`src/core/priority_arbiter_pkg.sv`:
```
// constants, register map and field layout of the interrupt priority controller
// assumes one 250 MHz peripheral clock and an APB master with 32-bit data
// Function
// - levels zero to sixteen, zero masks the cause
// - nonmaskable is level sixteen unless blocked
// - sleep or standby accepts nonmaskable despite block
// - nonmaskable pin edge detected, polarity selectable
// - polarity change clears flag, blinds twenty cycles
// - nonmaskable exception leaves mask level untouched
// - control register shows live nonmaskable pin level
// - control resets to 8000 or 0000 per pin
// - every reset clears control and priority registers
// - each peripheral source gets programmable priority level
// - notify output flags pending interrupt or refresh
// - encoded level requests obey cpu mask level
// - three sixteen-bit read-write registers
// - encoded inputs are inverted, all ones idle
// - level inputs accepted after two stable samples
// - unique event code per accepted cause
package priority_arbiter_pkg;
	localparam int ADDR_W = 12;
	localparam int DATA_W = 32;
	localparam int REG_W = 16;
	localparam int LVL_W = 5;
	localparam int CODE_W = 12;
	localparam int N_PERIPH = 8;
	localparam int PRIO_W = 4;
	localparam int ST_W = 3;

	// printed offsets are register indices; byte address is four times the index
	localparam logic [31:0] CTRL_IDX = 32'hfffffee0;
	localparam logic [31:0] PRIO_A_IDX = 32'hfffffee2;
	localparam logic [31:0] PRIO_B_IDX = 32'hfffffee4;

	function automatic logic [ADDR_W-1:0] reg_byte_addr(input logic [31:0] idx);
		reg_byte_addr = {idx[ADDR_W-3:0], 2'b00};
	endfunction

	localparam logic [ADDR_W-1:0] CTRL_ADDR = reg_byte_addr(CTRL_IDX);
	localparam logic [ADDR_W-1:0] PRIO_A_ADDR = reg_byte_addr(PRIO_A_IDX);
	localparam logic [ADDR_W-1:0] PRIO_B_ADDR = reg_byte_addr(PRIO_B_IDX);
	localparam logic [ADDR_W-1:0] STATUS_ADDR = 12'h000;
	localparam logic [ADDR_W-1:0] MASK_ADDR = 12'h004;
	localparam logic [ADDR_W-1:0] EVENT_ADDR = 12'h008;

	localparam int CTRL_LEVEL_BIT = 15;
	localparam int CTRL_EDGE_BIT = 8;
	localparam logic [REG_W-1:0] PRIO_RESET = 16'h0000;
	localparam logic EDGE_RESET = 1'b0;

	localparam int ST_NMI = 0;
	localparam int ST_IRL = 1;
	localparam int ST_ACCEPT = 2;

	localparam logic [LVL_W-1:0] NMI_LEVEL = 5'h10;
	localparam logic [PRIO_W-1:0] IRL_IDLE = 4'hf;
	localparam logic [CODE_W-1:0] EVT_NMI = 12'h1c0;
	localparam logic [CODE_W-1:0] EVT_IRL_BASE = 12'h200;
	localparam logic [CODE_W-1:0] EVT_PERIPH_BASE = 12'h400;
	localparam logic [CODE_W-1:0] EVT_STEP = 12'h020;

	localparam int NMI_BLANK_CYCLES = 20;
	localparam logic [4:0] NMI_BLANK_CNT = 5'(NMI_BLANK_CYCLES);
	localparam logic [1:0] PRIME_CNT = 2'h3;

	typedef enum logic [1:0] {
		STARTUP_PRIME = 2'b01,
		STARTUP_RUN = 2'b10
	} startup_type;
endpackage

```
`src/core/pin_filter.sv`:
```
// three-stage input filter for asynchronous pins
// assumes pins may change at any time relative to pclk
module pin_filter
	import priority_arbiter_pkg::*;
#(
	parameter int WIDTH = 1,
	parameter logic [WIDTH-1:0] RESET_VAL = '0
)
(
	input wire logic pclk,
	input wire logic presetn,
	input wire logic [WIDTH-1:0] pin_in,
	output logic [WIDTH-1:0] level_out
);
	logic [WIDTH-1:0] stage1_ff;
	logic [WIDTH-1:0] stage2_ff;
	logic [WIDTH-1:0] stage3_ff;
	logic [WIDTH-1:0] level_ff;

	always_ff @(posedge pclk or negedge presetn)
	begin
		if (!presetn)
		begin
			stage1_ff <= RESET_VAL;
			stage2_ff <= RESET_VAL;
			stage3_ff <= RESET_VAL;
		end
		else
		begin
			stage1_ff <= pin_in;
			stage2_ff <= stage1_ff;
			stage3_ff <= stage2_ff;
		end
	end

	// a new value is taken only once two consecutive samples agree
	always_ff @(posedge pclk or negedge presetn)
	begin
		if (!presetn)
			level_ff <= RESET_VAL;
		else if (stage2_ff == stage3_ff)
			level_ff <= stage3_ff;
	end

	assign level_out = level_ff;
endmodule

```
`src/core/interrupt_priority_ctrl.sv`:
```
// interrupt priority controller: nonmaskable edge, encoded levels, peripheral sources
// assumes APB master on pclk, cpu handshake signals synchronous to pclk
module interrupt_priority_ctrl
	import priority_arbiter_pkg::*;
(
	input wire logic pclk,
	input wire logic presetn,
	input wire logic [ADDR_W-1:0] paddr,
	input wire logic psel,
	input wire logic penable,
	input wire logic pwrite,
	input wire logic [DATA_W-1:0] pwdata,
	output logic [DATA_W-1:0] prdata,
	output logic pready,
	output logic pslverr,
	input wire logic nmi_pin,
	input wire logic [PRIO_W-1:0] encoded_level_inputs,
	input wire logic [N_PERIPH-1:0] periph_req,
	input wire logic refresh_req,
	input wire logic cpu_block_bit,
	input wire logic [PRIO_W-1:0] cpu_mask_level,
	input wire logic low_power_mode,
	input wire logic cpu_accept,
	output logic cpu_irq_req,
	output logic [LVL_W-1:0] cpu_irq_level,
	output logic [CODE_W-1:0] event_code_register,
	output logic cpu_mask_load,
	output logic pending_notify_out,
	output logic irq_out
);
	function automatic logic [CODE_W-1:0] evt_code(input logic [CODE_W-1:0] base,
		input logic [PRIO_W-1:0] idx);
		evt_code = CODE_W'(base + CODE_W'(idx) * EVT_STEP);
	endfunction

	logic nmi_level;
	logic [PRIO_W-1:0] irl_code;
	startup_type startup_ff;
	logic [1:0] prime_cnt_ff;
	logic running;
	logic edge_sel_ff;
	logic [REG_W-1:0] prio_a_ff;
	logic [REG_W-1:0] prio_b_ff;
	logic [ST_W-1:0] status_ff;
	logic [ST_W-1:0] mask_ff;
	logic [CODE_W-1:0] event_code_ff;
	logic [LVL_W-1:0] irq_level_ff;
	logic notify_ff;
	logic [DATA_W-1:0] prdata_ff;
	logic nmi_prev_ff;
	logic nmi_flag_ff;
	logic [4:0] blank_cnt_ff;
	logic [LVL_W-1:0] irl_prev_lvl_ff;
	logic setup;
	logic access;
	logic wr_access;
	logic hit;
	logic edge_chg;
	logic nmi_edge;
	logic nmi_set;
	logic nmi_ok;
	logic accepted;
	logic [LVL_W-1:0] irl_lvl;
	logic [LVL_W-1:0] best_lvl;
	logic [CODE_W-1:0] best_code;
	logic [LVL_W-1:0] mask_lvl;
	logic [2*REG_W-1:0] prio_all;
	logic [ST_W-1:0] events;
	logic [REG_W-1:0] ctrl_view;
	logic [DATA_W-1:0] nxt_prdata;

	pin_filter #(.WIDTH(1), .RESET_VAL(1'b0)) nmi_filter (
		.pclk(pclk),
		.presetn(presetn),
		.pin_in(nmi_pin),
		.level_out(nmi_level)
	);

	pin_filter #(.WIDTH(PRIO_W), .RESET_VAL(IRL_IDLE)) irl_filter (
		.pclk(pclk),
		.presetn(presetn),
		.pin_in(encoded_level_inputs),
		.level_out(irl_code)
	);

	// the filters need a few edges before they show the pin; edges are ignored until then
	always_ff @(posedge pclk or negedge presetn)
	begin
		if (!presetn)
		begin
			startup_ff <= STARTUP_PRIME;
			prime_cnt_ff <= '0;
		end
		else
		begin
			unique case (startup_ff)
				STARTUP_PRIME:
				begin
					prime_cnt_ff <= prime_cnt_ff + 2'h1;
					if (prime_cnt_ff == PRIME_CNT)
						startup_ff <= STARTUP_RUN;
				end
				STARTUP_RUN:
					prime_cnt_ff <= prime_cnt_ff;
			endcase
		end
	end

	assign running = (startup_ff == STARTUP_RUN);

	// apb decode: zero wait states, read data captured in the setup cycle
	assign setup = psel && !penable;
	assign access = psel && penable;
	assign wr_access = access && pwrite;
	assign hit = (paddr == CTRL_ADDR) || (paddr == PRIO_A_ADDR) || (paddr == PRIO_B_ADDR)
		|| (paddr == STATUS_ADDR) || (paddr == MASK_ADDR) || (paddr == EVENT_ADDR);
	assign pready = 1'b1;
	assign pslverr = access && !hit;
	assign prdata = prdata_ff;

	assign ctrl_view = {nmi_level, 6'h00, edge_sel_ff, 8'h00};

	always_comb
	begin
		nxt_prdata = '0;
		unique case (paddr)
			CTRL_ADDR: nxt_prdata = DATA_W'(ctrl_view);
			PRIO_A_ADDR: nxt_prdata = DATA_W'(prio_a_ff);
			PRIO_B_ADDR: nxt_prdata = DATA_W'(prio_b_ff);
			STATUS_ADDR: nxt_prdata = DATA_W'(status_ff);
			MASK_ADDR: nxt_prdata = DATA_W'(mask_ff);
			EVENT_ADDR: nxt_prdata = DATA_W'(event_code_ff);
			default: nxt_prdata = '0;
		endcase
	end

	always_ff @(posedge pclk or negedge presetn)
	begin
		if (!presetn)
			prdata_ff <= '0;
		else if (setup && !pwrite)
			prdata_ff <= nxt_prdata;
	end

	// control and priority registers; both reset kinds arrive on presetn
	always_ff @(posedge pclk or negedge presetn)
	begin
		if (!presetn)
		begin
			edge_sel_ff <= EDGE_RESET;
			prio_a_ff <= PRIO_RESET;
			prio_b_ff <= PRIO_RESET;
		end
		else if (wr_access)
		begin
			if (paddr == CTRL_ADDR)
				edge_sel_ff <= pwdata[CTRL_EDGE_BIT];
			if (paddr == PRIO_A_ADDR)
				prio_a_ff <= pwdata[REG_W-1:0];
			if (paddr == PRIO_B_ADDR)
				prio_b_ff <= pwdata[REG_W-1:0];
		end
	end

	assign edge_chg = wr_access && (paddr == CTRL_ADDR) && (pwdata[CTRL_EDGE_BIT] != edge_sel_ff);

	// nonmaskable edge detection
	assign nmi_edge = running && (edge_sel_ff ? (nmi_level && !nmi_prev_ff)
		: (!nmi_level && nmi_prev_ff));
	assign nmi_set = nmi_edge && (blank_cnt_ff == '0) && !edge_chg;

	always_ff @(posedge pclk or negedge presetn)
	begin
		if (!presetn)
			nmi_prev_ff <= 1'b0;
		else
			nmi_prev_ff <= nmi_level;
	end

	// blinding window hides edges that a polarity switch would fake
	always_ff @(posedge pclk or negedge presetn)
	begin
		if (!presetn)
			blank_cnt_ff <= '0;
		else if (edge_chg)
			blank_cnt_ff <= NMI_BLANK_CNT;
		else if (blank_cnt_ff != '0)
			blank_cnt_ff <= blank_cnt_ff - 5'h01;
	end

	// a fresh edge beats the clear by acceptance
	always_ff @(posedge pclk or negedge presetn)
	begin
		if (!presetn)
			nmi_flag_ff <= 1'b0;
		else if (edge_chg)
			nmi_flag_ff <= 1'b0;
		else if (nmi_set)
			nmi_flag_ff <= 1'b1;
		else if (accepted && (best_code == EVT_NMI))
			nmi_flag_ff <= 1'b0;
	end

	// arbitration: strict compare keeps the default order on ties
	assign irl_lvl = {1'b0, IRL_IDLE - irl_code};
	assign prio_all = {prio_b_ff, prio_a_ff};
	assign mask_lvl = {1'b0, cpu_mask_level};
	assign nmi_ok = nmi_flag_ff && (!cpu_block_bit || low_power_mode);

	always_comb
	begin
		best_lvl = irl_lvl;
		best_code = (irl_lvl != '0) ? evt_code(EVT_IRL_BASE, irl_code) : '0;
		for (int i = 0; i < N_PERIPH; i++)
		begin
			if (periph_req[i] && ({1'b0, prio_all[PRIO_W*i +: PRIO_W]} > best_lvl))
			begin
				best_lvl = {1'b0, prio_all[PRIO_W*i +: PRIO_W]};
				best_code = evt_code(EVT_PERIPH_BASE, PRIO_W'(i));
			end
		end
		if (nmi_ok)
		begin
			best_lvl = NMI_LEVEL;
			best_code = EVT_NMI;
		end
	end

	assign cpu_irq_req = nmi_ok || (!cpu_block_bit && (best_lvl > mask_lvl));
	assign accepted = cpu_accept && cpu_irq_req;
	// neither nonmaskable nor encoded-level entry rewrites the cpu mask level
	assign cpu_mask_load = 1'b0;

	always_ff @(posedge pclk or negedge presetn)
	begin
		if (!presetn)
			event_code_ff <= '0;
		else if (accepted)
			event_code_ff <= best_code;
	end

	always_ff @(posedge pclk or negedge presetn)
	begin
		if (!presetn)
		begin
			irq_level_ff <= '0;
			notify_ff <= 1'b0;
		end
		else
		begin
			irq_level_ff <= best_lvl;
			notify_ff <= nmi_flag_ff || (best_lvl != '0) || refresh_req;
		end
	end

	assign cpu_irq_level = irq_level_ff;
	assign event_code_register = event_code_ff;
	assign pending_notify_out = notify_ff;

	// sticky status, write one to clear, a set in the same cycle wins
	always_ff @(posedge pclk or negedge presetn)
	begin
		if (!presetn)
			irl_prev_lvl_ff <= '0;
		else
			irl_prev_lvl_ff <= irl_lvl;
	end

	assign events = {accepted, (irl_lvl != '0) && (irl_prev_lvl_ff == '0), nmi_set};

	always_ff @(posedge pclk or negedge presetn)
	begin
		if (!presetn)
			status_ff <= '0;
		else if (wr_access && (paddr == STATUS_ADDR))
			status_ff <= (status_ff & ~pwdata[ST_W-1:0]) | events;
		else
			status_ff <= status_ff | events;
	end

	always_ff @(posedge pclk or negedge presetn)
	begin
		if (!presetn)
			mask_ff <= '0;
		else if (wr_access && (paddr == MASK_ADDR))
			mask_ff <= pwdata[ST_W-1:0];
	end

	assign irq_out = |(status_ff & mask_ff);

	// encoded sources keep their level until accepted; nothing here latches a lowered one

	AST_LEVEL_ZERO_IGNORED: assert property (@(posedge pclk) disable iff (!presetn)
		(cpu_irq_req && !nmi_ok) |-> (best_lvl != '0) && (best_lvl > mask_lvl))
		else $error("request raised for a masked level");

	AST_NMI_UNBLOCKED: assert property (@(posedge pclk) disable iff (!presetn)
		(nmi_flag_ff && !cpu_block_bit) |-> cpu_irq_req && (best_code == EVT_NMI))
		else $error("pending nonmaskable not presented");

	AST_NMI_LOW_POWER: assert property (@(posedge pclk) disable iff (!presetn)
		(nmi_flag_ff && low_power_mode) |-> cpu_irq_req && (best_lvl == NMI_LEVEL))
		else $error("nonmaskable not accepted in low power mode");

	AST_NMI_FROM_EDGE: assert property (@(posedge pclk) disable iff (!presetn)
		$rose(nmi_flag_ff) |-> $past(nmi_level) != $past(nmi_prev_ff)
			&& $past(nmi_level) == $past(edge_sel_ff))
		else $error("nonmaskable flag set without selected edge");

	AST_EDGE_CHANGE_CLEARS: assert property (@(posedge pclk) disable iff (!presetn)
		edge_chg |=> (!nmi_flag_ff) [*8])
		else $error("flag not cleared after polarity change");

	AST_MASK_UNTOUCHED: assert property (@(posedge pclk) disable iff (!presetn)
		(accepted && nmi_ok) |-> ##[0:2] !cpu_mask_load)
		else $error("mask level rewritten by nonmaskable entry");

	AST_LEVEL_BIT_READ: assert property (@(posedge pclk) disable iff (!presetn)
		(setup && !pwrite && (paddr == CTRL_ADDR)) |=> prdata[CTRL_LEVEL_BIT] == $past(nmi_level))
		else $error("control read does not show pin level");

	AST_IRL_DECODE: assert property (@(posedge pclk) disable iff (!presetn)
		(irl_code == IRL_IDLE) |-> (irl_lvl == '0))
		else $error("idle encoding decoded as a request");

	AST_NOTIFY: assert property (@(posedge pclk) disable iff (!presetn)
		(nmi_flag_ff || refresh_req) |=> pending_notify_out)
		else $error("notify output missed a pending cause");

	AST_EVENT_CODE: assert property (@(posedge pclk) disable iff (!presetn)
		(accepted && nmi_ok) |=> (event_code_register == EVT_NMI))
		else $error("wrong event code for nonmaskable");

	AST_BLOCKED: assert property (@(posedge pclk) disable iff (!presetn)
		(cpu_block_bit && !low_power_mode) |-> !cpu_irq_req)
		else $error("request raised while blocked");

	AST_ACCEPT_CODE: assert property (@(posedge pclk) disable iff (!presetn)
		accepted |=> (event_code_register == $past(best_code)))
		else $error("event code differs from accepted cause");

	AST_MASKED_QUIET: assert property (@(posedge pclk) disable iff (!presetn)
		(!nmi_ok && (best_lvl <= mask_lvl)) |-> !cpu_irq_req)
		else $error("request raised at or below the mask level");

	AST_NOTIFY_IDLE: assert property (@(posedge pclk) disable iff (!presetn)
		(!nmi_flag_ff && (best_lvl == '0) && !refresh_req) |=> !pending_notify_out)
		else $error("notify output raised with nothing pending");
endmodule

```
`config.mk`:
```
export PLATFORM = sky130hd
export DESIGN_NAME = interrupt_priority_ctrl
export DESIGN_NICKNAME = d
export VERILOG_FILES = /design/src/core/priority_arbiter_pkg.sv /design/src/core/pin_filter.sv /design/src/core/interrupt_priority_ctrl.sv
export SDC_FILE = /design/constraint.sdc
export NUM_CORES = 1
export LEC_CHECK = 0
export BUFFER_PORTS_ARGS = -buffer_cell sky130_fd_sc_hd__buf_2
export CAP_MARGIN = 30
export CORE_MARGIN = 1
export CORE_UTILIZATION = 50
export CTS_CLUSTER_SIZE = 14
export DETAILED_ROUTE_END_ITERATION = 8
export HOLD_SLACK_MARGIN = 0.12
export PLACE_DENSITY = 0.74
export SLEW_MARGIN = 10
export SYNTH_ARGS = -nofsm -noshare
export SYNTH_HDL_FRONTEND = slang
export SYNTH_SLANG_ARGS = --single-unit
```
`constraint.sdc`:
```
create_clock -name pclk -period 37 [get_ports pclk]
set_clock_uncertainty 0.05 [all_clocks]
set_input_delay 7.4 -clock pclk [delete_from_list [all_inputs] [get_ports pclk]]
set_output_delay 7.4 -clock pclk [all_outputs]
set_load 0.03 [all_outputs]
```
== Word-level counts from Yosys, hierarchy flattened ==
Cells that the tools add are included.
Word-level totals
  bits of input ports: 70
  output and inout port bits: 55
  register bits after elaboration: 124
  word-level logic and storage cells: 137
Cells by class
  add/subtract/negate cells: 4
  bitwise operators: 5
  equal/unequal tests: 12
  mux-type cells: 28
  reductions and logical operators: 56
  magnitude comparators: 9
Operator list (number)
  12-bit two-way mux: 8
  16-bit one-hot mux with 6 select lines: 1
  5-bit two-way mux: 10
  12-bit equality test, second input constant: 3
  4-bit by 5-bit greater-than comparator with 1-bit output: 7
  1-bit logical AND: 27
  11-bit two-way mux: 2
  5-bit nonzero test: 3
  12-bit by 3-bit equality test with 1-bit output, second input constant: 1
  12-bit by 4-bit equality test with 1-bit output, second input constant: 1
  12-bit by 9-bit equality test with 1-bit output, second input constant: 1
  12-bit logical NOT: 1
  10-bit by 9-bit adder with 11-bit output, first input constant: 1
  5-bit logical NOT: 2
  1-bit logical OR: 9
  2-bit AND reduction: 4
  1-bit logical NOT: 7
  3-bit AND: 2
  3-bit bitwise OR: 2
  5-bit by 4-bit greater-than comparator with 1-bit output: 1
  5-bit by 1-bit subtractor with 5-bit output, second input constant: 1
  2-bit equality test, second input constant: 2
  4-bit equality test: 1
  4-bit greater-than comparator: 1
  13 further kinds: 16

== Longest topological paths before layout ==
Gate-level depths: netlist of the first run.
  depth after elaboration: 34
  depth in mapped cells: 70
  depth with buffers taken out: 63

== Cells and area by module ==
A second synthesis of the first run with hierarchy kept.
Second synthesis, totals
  cells, all modules: 563
  area, all modules: 5793.1 sq um
By module, submodules not included
  interrupt_priority_ctrl: area each 5168.7 sq um, cells each 533, instances 1, sequential area each 2053.2 sq um
  pin_filter (irl_filter): area each 513.0 sq um, cells each 25, instances 1, sequential area each 420.4 sq um
  pin_filter (nmi_filter): area each 111.4 sq um, cells each 5, instances 1, sequential area each 100.1 sq um

== Worst setup path after synthesis of the first run ==
OpenSTA, ideal clock, no wires.
  path kind: input to output
  start point: input periph_req[0]
  end point: output cpu_irq_req
  stages on the path: 59
  path buffers: 6
  data required time: 29550 ps
  arrival time: 18158 ps
  slack: 11392 ps
  cells stage by stage: nand2_1 a21o_4 a21o_1 ha_1 nor2b_1 o211ai_1 a21oi_2 buf_2 a211oi_1 a21oi_1 ha_1 nor2b_1 o211ai_1 a21o_1 buf_2 a21bo_2 o22ai_1 ha_1 [23 not listed] o21a_1 o211ai_1 buf_2 nor2_1 a21o_1 ha_1 nor2b_1 o21a_1 o21a_1 o211ai_2 nand2_1 o311a_1 ha_1 nor2b_1 o21ai_0 nand2b_1 a21oi_1 o21ai_0
On the way
  word-level cells in the longest chain between the ends: 27
RTL lines
  from (decl): RTL line interrupt_priority_ctrl.sv:18  | input wire logic [N_PERIPH-1:0] periph_req,
  1-bit logical AND (*): RTL line interrupt_priority_ctrl.sv:216  | if (periph_req[i] && ({1'b0, prio_all[PRIO_W*i +: PRIO_W]} > best_lvl))
  4-bit two-way mux (*): RTL line interrupt_priority_ctrl.sv:216
  4-bit by 5-bit greater-than comparator with 1-bit output: RTL line interrupt_priority_ctrl.sv:216
  1-bit logical AND: RTL line interrupt_priority_ctrl.sv:216
  5-bit two-way mux (*): RTL line interrupt_priority_ctrl.sv:216
  4-bit by 5-bit greater-than comparator with 1-bit output: RTL line interrupt_priority_ctrl.sv:216
  1-bit logical AND: RTL line interrupt_priority_ctrl.sv:216
  5-bit two-way mux (*): RTL line interrupt_priority_ctrl.sv:216
  [12 not listed]
  4-bit by 5-bit greater-than comparator with 1-bit output: RTL line interrupt_priority_ctrl.sv:216
  1-bit logical AND: RTL line interrupt_priority_ctrl.sv:216
  5-bit two-way mux (*): RTL line interrupt_priority_ctrl.sv:216
  5-bit two-way mux (*): RTL line interrupt_priority_ctrl.sv:222  | if (nmi_ok)
  named net best_lvl[1]: RTL line interrupt_priority_ctrl.sv:64  | logic [LVL_W-1:0] best_lvl;
  5-bit by 4-bit greater-than comparator with 1-bit output (*): RTL line interrupt_priority_ctrl.sv:229  | assign cpu_irq_req = nmi_ok || (!cpu_block_bit && (best_lvl > mask_lvl));
  1-bit logical AND (*): RTL line interrupt_priority_ctrl.sv:229
  1-bit logical OR (*): RTL line interrupt_priority_ctrl.sv:229
  to (decl): RTL line interrupt_priority_ctrl.sv:24  | output logic cpu_irq_req,
Mark *: on every way through the listed nets, which the timed path passes. The rest lies on a longest branch.

== Worst setup path after layout of the first run ==
Ends and elaborated chain as after synthesis.

==> metrics.txt, run 1 <==
worst reg2reg endpoint=event_code_register[6]; vias in the first global route=4313; total count of max-transition violations in the final report=0; commonest cells after routing, fill and taps aside=85 x dfrtp_1, 83 x buf_2, 63 x nand2_1, 41 x o21ai_0, 39 x ha_1; number of cell instances on the worst register-to-register path=61; aggregate routed wire length=13660 um; Sink Count=102; core outline area=10940 um2; GRT overflow=0; top area cells in the synthesized netlist=dfrtp_1 37%, ha_1 8.6%, dfstp_2 7.9%, mux2_2 6.1%, nand2_1 4.2%; proportion of power drawn by the clock network=26.0%; Routed wire per std cell=17.45 um; reported leakage power=3.149 nW; All-Layer GR Usage=24.95%; clock latency of the later-clocked register in the worst-skew pair=0.35 ns; count of flip-flops with a built-in enable after synthesis=0; Vias=4544; drt drc=0; synthesized-area fraction occupied by adder cells=8.772%; antenna cell count=0; prevailing post-synth register cell=dfrtp_1; die height=108.6 um; post-route setup slack=9.565 ns; area of the die=11780 um2; worst path arrival time=19.99 ns; Comb pwr share=37.5%; CTS Hold Buffers Added=0; Peak VDD IR=0.03145 mV; post-detail-place hpwl=10490 um; category of the critical setup timing path=input port to output pin; post-route worst hold slack=0.3063 ns; synthesized flop and latch total=102; antenna violations before repair=0; R2R Path Start=irl_filter.level_out[3]; Switching Fraction=36.47%; f_max=0.03645 GHz; top cell type by total area after synthesis=dfrtp_1; cell family with most CP delay=compound AO/OA/AOI/OAI gates; cell count after synthesis=553; CP Capture Type=output pin; cell count of the worst hold path=0; summed negative setup slack over all endpoints=0 ns; number of buffers inserted to repair setup after CTS=0; fraction of synthesized cell area in xor and xnor cells=1.389%; level count of the clock H-tree=3; cell with the most instances on the worst path=ha_1; met2 track demand over resource=40.87%; fraction of the yosys area taken by sequential cells=45.34%; total count of hold-check failures in the final report=0; setup slack at placement=9.332 ns; Max Cap Violations=0; number of buffer and inverter stages on the critical path=4; met3 track demand over resource=4.461%; Post-Synth Simple-Gate Area=12.89%; Die X-Extent=108.6 um; number of port buffers=84; Switching Power=0.0001376 W; proportion of synthesized area in mux cells=7.075%; clock tree from TritonCTS=yes; RD Place Congestion=0.8997; Initial Util=51.91%; clock transition at the registers of the reported paths=0.07 ns; fraction of post-synthesis cell area in the top cell type by area=37.47%; post-route total power=0.0003772 W; total I/O pin count=125; slowest stage cell, crit path=o211ai_1; worst slew pin tran=0.8793 ns; Cell variety after synth=63; mapped cell area=5677 um2; synth-to-layout area growth=14.66%; buffer levels on the longest clock path=2; leading cell type in the layout, fill and taps excluded=dfrtp_1; Rel. slew slack=41.12%; slowest cell delay on critical path=0.70 ns; sequential group share of total power=36.6%; violation count after the first detailed-route iteration=383; share of final-layout standard cells stronger than drive strength 1=27.06%; CP Data Required Time=29.55 ns; post-layout net count=747; endpoint of the worst hold path=irl_filter.stage2_ff[1]; share of the clock period used by the worst path=74.15%; min Tclk post-route=27.44 ns; M1 GR Usage=33.71%; Pwr Density=57.95 nW/um2; mean cell area of the mapped netlist=10.27 um2; total CTS buffers=9; total number of placement rows=38; highest net fanout along the worst path=14; launching element type of the critical path=input port; endpoints failing setup=0; antenna violation net count after detailed routing=0; largest family of logic cells by synthesized area=compound AO/OA/AOI/OAI gates; wire length of the first global-routing pass=22150 um; design internal power=0.0002396 W; post-DR vias/cell=5.803; share of the core filled with cells=59.52%; setup slack, reg-to-reg=22.51 ns; RSZ-0062 raised after global routing=no; min-delay src=irl_filter.stage1_ff[1]; DR pass1 iterations=5; synthesized-area fraction occupied by ao, oa, aoi and oai cells=18.23%; Yosys warning total=0; status=completed; HP Class=flop to flop; async set or reset register ratio after synthesis=100.0%; highest-utilization routing layer at the global route stage=met2; CTS root buf=clkbuf_16; quantity of gates resized following cts=0; maximum number of pins on one net before global-route repair=61
cell type report:
cell class	count	area, um2
tap	140	175.2
clock buffer	12	257.7
multi-input combinational	405	2858
sequential	102	2574
inverter	28	105.1
clock inverter	4	53.80
timing repair buffer	92	485.5
fill	958	4427
worst max path at each step:
stage / from / endpoint / cells after the start
2_1_floorplan: periph_req[0] / cpu_irq_req / 59
3_3_place_gp: periph_req[0] / cpu_irq_req / 56
3_5_place_dp: periph_req[0] / cpu_irq_req / 57
4_1_cts: periph_req[0] / cpu_irq_req / 57
5_1_grt: periph_req[0] / cpu_irq_req / 58
6_report: periph_req[0] / cpu_irq_req / 58
layer usage:
metal,wire length (um),share of wire (%)
met2,6395,47
met4,250,1.8
met3,949,6.9
met5,0,0
met1,6068,44
cells in the mapped netlist (all sizes together), types with 3 or more instances:
master,count
a211oi,5
ha,39
o22a,3
clkbuf,12
nor3,9
xor2,4
a31oi,5
nand2b,6
mux2i,4
buf,28
a21oi,21
or2,3
nand2,63
a22o,5
dfstp,17
o21a,9
dfrtp,85
a21o,8
nor2b,12
a222oi,7
o21ai,42
nor4,7
mux2,31
nor2,29
a221oi,4
o211ai,10
nand4,11
a22oi,6
xnor2,5
inv,28
stage by stage:
stage                     cell area, um2  instances
after global placement              6157        762
after floorplan                     5759        575
after detailed placement            6180        764
after CTS                           6491        780
final                               6509        783
after global routing                6509        783
power groups by stage:
stage	sequential, W	clock (W)	combinational, W
floorplan	0.000147	0	0.0000949
global placement	0.000139	0	0.000134
detailed placement	0.000140	0	0.000140
CTS	0.000138	0.0000993	0.000141
global route	0.000139	0.000104	0.000158
finish	0.000138	0.0000980	0.000141
cells by family after synthesis:
| kind of cell | count (synthesis) |
|---|---|
| AOI/OAI and AO/OA | 144 |
| xor gates and xnor gates | 9 |
| adders and majority gates | 40 |
| buffers and inverters | 68 |
| DFF | 102 |
| muxes | 35 |
| other | 2 |
| and+or+nand+nor | 153 |
worst reg2reg max path, delay by kind of cell, from the launching register on:
| kind | cells | cell delay (ns) |
|---|---|---|
| compound gates | 29 | 7.31 |
| fa+ha+maj | 9 | 2.64 |
| flops | 1 | 0.62 |
| mux | 1 | 0.24 |
| buf+inv | 2 | 0.31 |
| simple gates | 20 | 3.23 |
registers in the layout, indices dropped and copies added (netlist names), 2 cells and up:
| register | cells |
|---|---|
| prio_a_ff | 16 |
| mask_ff | 3 |
| prio_b_ff | 16 |
| irl_filter.stage2_ff | 4 |
| irl_filter.level_out | 4 |
| prdata | 16 |
| irl_prev_lvl_ff | 4 |
| prime_cnt_ff | 2 |
| status_ff | 3 |
| cpu_irq_level | 5 |
| startup_ff | 2 |
| event_code_register | 6 |
| irl_filter.stage1_ff | 4 |
| blank_cnt_ff | 5 |
| irl_filter.stage3_ff | 4 |
Note: power is estimated with default switching activity, not from simulation.
==> run 2: changes to the inputs <==
clock period = 26.4 ns   (was 37 ns; I/O delays follow)
==> run 2 against run 1 <==
Hold slack about the same. Die area unchanged. Clock power increased by 39%. Final area decreased by 0.23%. Register-to-register slack got worse by 11 ns. Critical path type unchanged. Critical endpoint unchanged. Largest cell class unchanged.
==> metrics.txt, run 2 (same netlist as run 1, synthesis figures left out) <==
share of the clock period used by the worst path=87.70%; slowest stage cell, crit path=o211ai_1; placed standard-cell area=6180 um2; post-layout net count=747; filler cell count=954; min Tclk post-route=23.15 ns; Die X-Extent=108.6 um; leading cell type in the layout, fill and taps excluded=dfrtp_1; launching element type of the critical path=input port; clock latency of the later-clocked register in the worst-skew pair=0.35 ns; total CTS buffers=9; f_max=0.04319 GHz; total number of placement rows=38; Pwr Density=80.99 nW/um2; All-Layer GR Usage=25.65%; drt drc=0; number of buffers inserted to repair setup after CTS=0; CTS Hold Buffers Added=0; reported leakage power=3.145 nW; setup slack, reg-to-reg=12.00 ns; Max Cap Violations=0; category of the critical setup timing path=input port to output pin; Rel. slew slack=44.90%; status=completed; CP Data Required Time=21.07 ns; post-route total power=0.0005259 W; quantity of gates resized following cts=0; commonest cells after routing, fill and taps aside=85 x dfrtp_1, 83 x buf_2, 63 x nand2_1, 41 x o21ai_0, 39 x ha_1; min-delay src=irl_filter.stage1_ff[1]; antenna violation net count after detailed routing=0; clock tree from TritonCTS=yes; RSZ-0062 raised after global routing=no; total I/O pin count=125; summed negative setup slack over all endpoints=0 ns; DR pass1 iterations=5; post-route standard cell area excluding fillers=6494 um2; startpoint of the most critical setup path=periph_req[0]; worst path arrival time=17.82 ns; CTS root buf=clkbuf_16; CP Capture Type=output pin; post-route setup slack=3.248 ns; share of final-layout standard cells stronger than drive strength 1=27.22%; antenna violations before repair=0; worst slew pin tran=0.8228 ns; total count of max-transition violations in the final report=0; slowest cell delay on critical path=0.66 ns; highest net fanout along the worst path=14; die height=108.6 um; Initial Util=51.91%; synth-to-layout area growth=14.39%; vias in the first global route=4419; footprint of the multi-input gates=2858 um2; R2R Path Start=irl_filter.level_out[3]; maximum number of pins on one net before global-route repair=61; setup slack at placement=2.944 ns; level count of the clock H-tree=3; aggregate routed wire length=13830 um; post-detail-place hpwl=10660 um; Sink Count=102; core outline area=10940 um2; Routed wire per std cell=17.67 um; buffer levels on the longest clock path=2; cell with the most instances on the worst path=ha_1; GRT overflow=0; area of the die=11780 um2; share of the core filled with cells=59.38%; violation count after the first detailed-route iteration=373; total count of hold-check failures in the final report=0; endpoints failing setup=0; HP Class=flop to flop; RD Place Congestion=0.8993; Peak VDD IR=0.06200 mV; post-DR vias/cell=5.812; number of port buffers=84; area taken by flip-flops and latches=2574 um2; Vias=4551; antenna cell count=0; clock transition at the registers of the reported paths=0.07 ns; wire length of the first global-routing pass=22650 um
[run 2: cell count changes in the layout (fill, tap and decap cells not counted)]
cell       previous run  this run
clkinv_2              0         1
clkinv_4              2         0
clkbuf_16            10         9
inv_6                 0         3
clkbuf_1              2         1
[run 2: worst paths after layout]
path,end,depth (start not counted)
worst min-delay path,irl_filter.stage2_ff[1],0
max in group asynchronous,prio_a_ff[7],2
worst min register to register,irl_filter.stage2_ff[1],0
worst max register to register,event_code_register[6],61
min in group asynchronous,startup_ff[1],1
worst max-delay path,cpu_irq_req,58
[run 2: report_power, final]
part | internal, W | switching (W)
Combinational | 0.0000785 | 0.000119
Clock | 0.0000745 | 0.0000611
Sequential | 0.000177 | 0.0000156
Total | 0.000330 | 0.000195
[run 2: area by class of cell]
class                           instances  share of cell area (%)
Sequential cell                       102                   39.63
Clock buffer                           10                   3.526
Inverter                               28                   1.618
Clock inverter                          6                   1.040
Tap cell                              140                   2.697
Timing Repair Buffer                   92                   7.476
Multi-Input combinational cell        405                   44.01
[run 2: stage by stage]
stage / std cells / hold WS, ns
after floorplan: 575 / 0.2812
after global placement: 762 / 0.2931
after detailed placement: 764 / 0.2975
after CTS: 780 / 0.3077
after global routing: 783 / 0.3115
final: 783 / 0.3062
[run 2: worst max-delay path, delay by kind of cell]
kind,cells,cell delay [ns]
muxes,1,0.24
AOI/OAI and AO/OA,27,6.85
buffers and inverters,4,0.68
adders and majority gates,8,2.24
and+or+nand+nor,18,2.51
[run 2: routing by layer]
| layer | wire, um | up-vias | part of all wire [%] | GRT usage [%] |
|---|---|---|---|---|
| met4 | 276 | 0 | 2.0 | 8.398 |
| met3 | 857 | 22 | 6.2 | 5.244 |
| met2 | 6548 | 164 | 47 | 41.46 |
| li1 | - | 2132 | - | - |
| met1 | 6150 | 2233 | 44 | 34.41 |
| met5 | 0 | - | 0 | 0 |
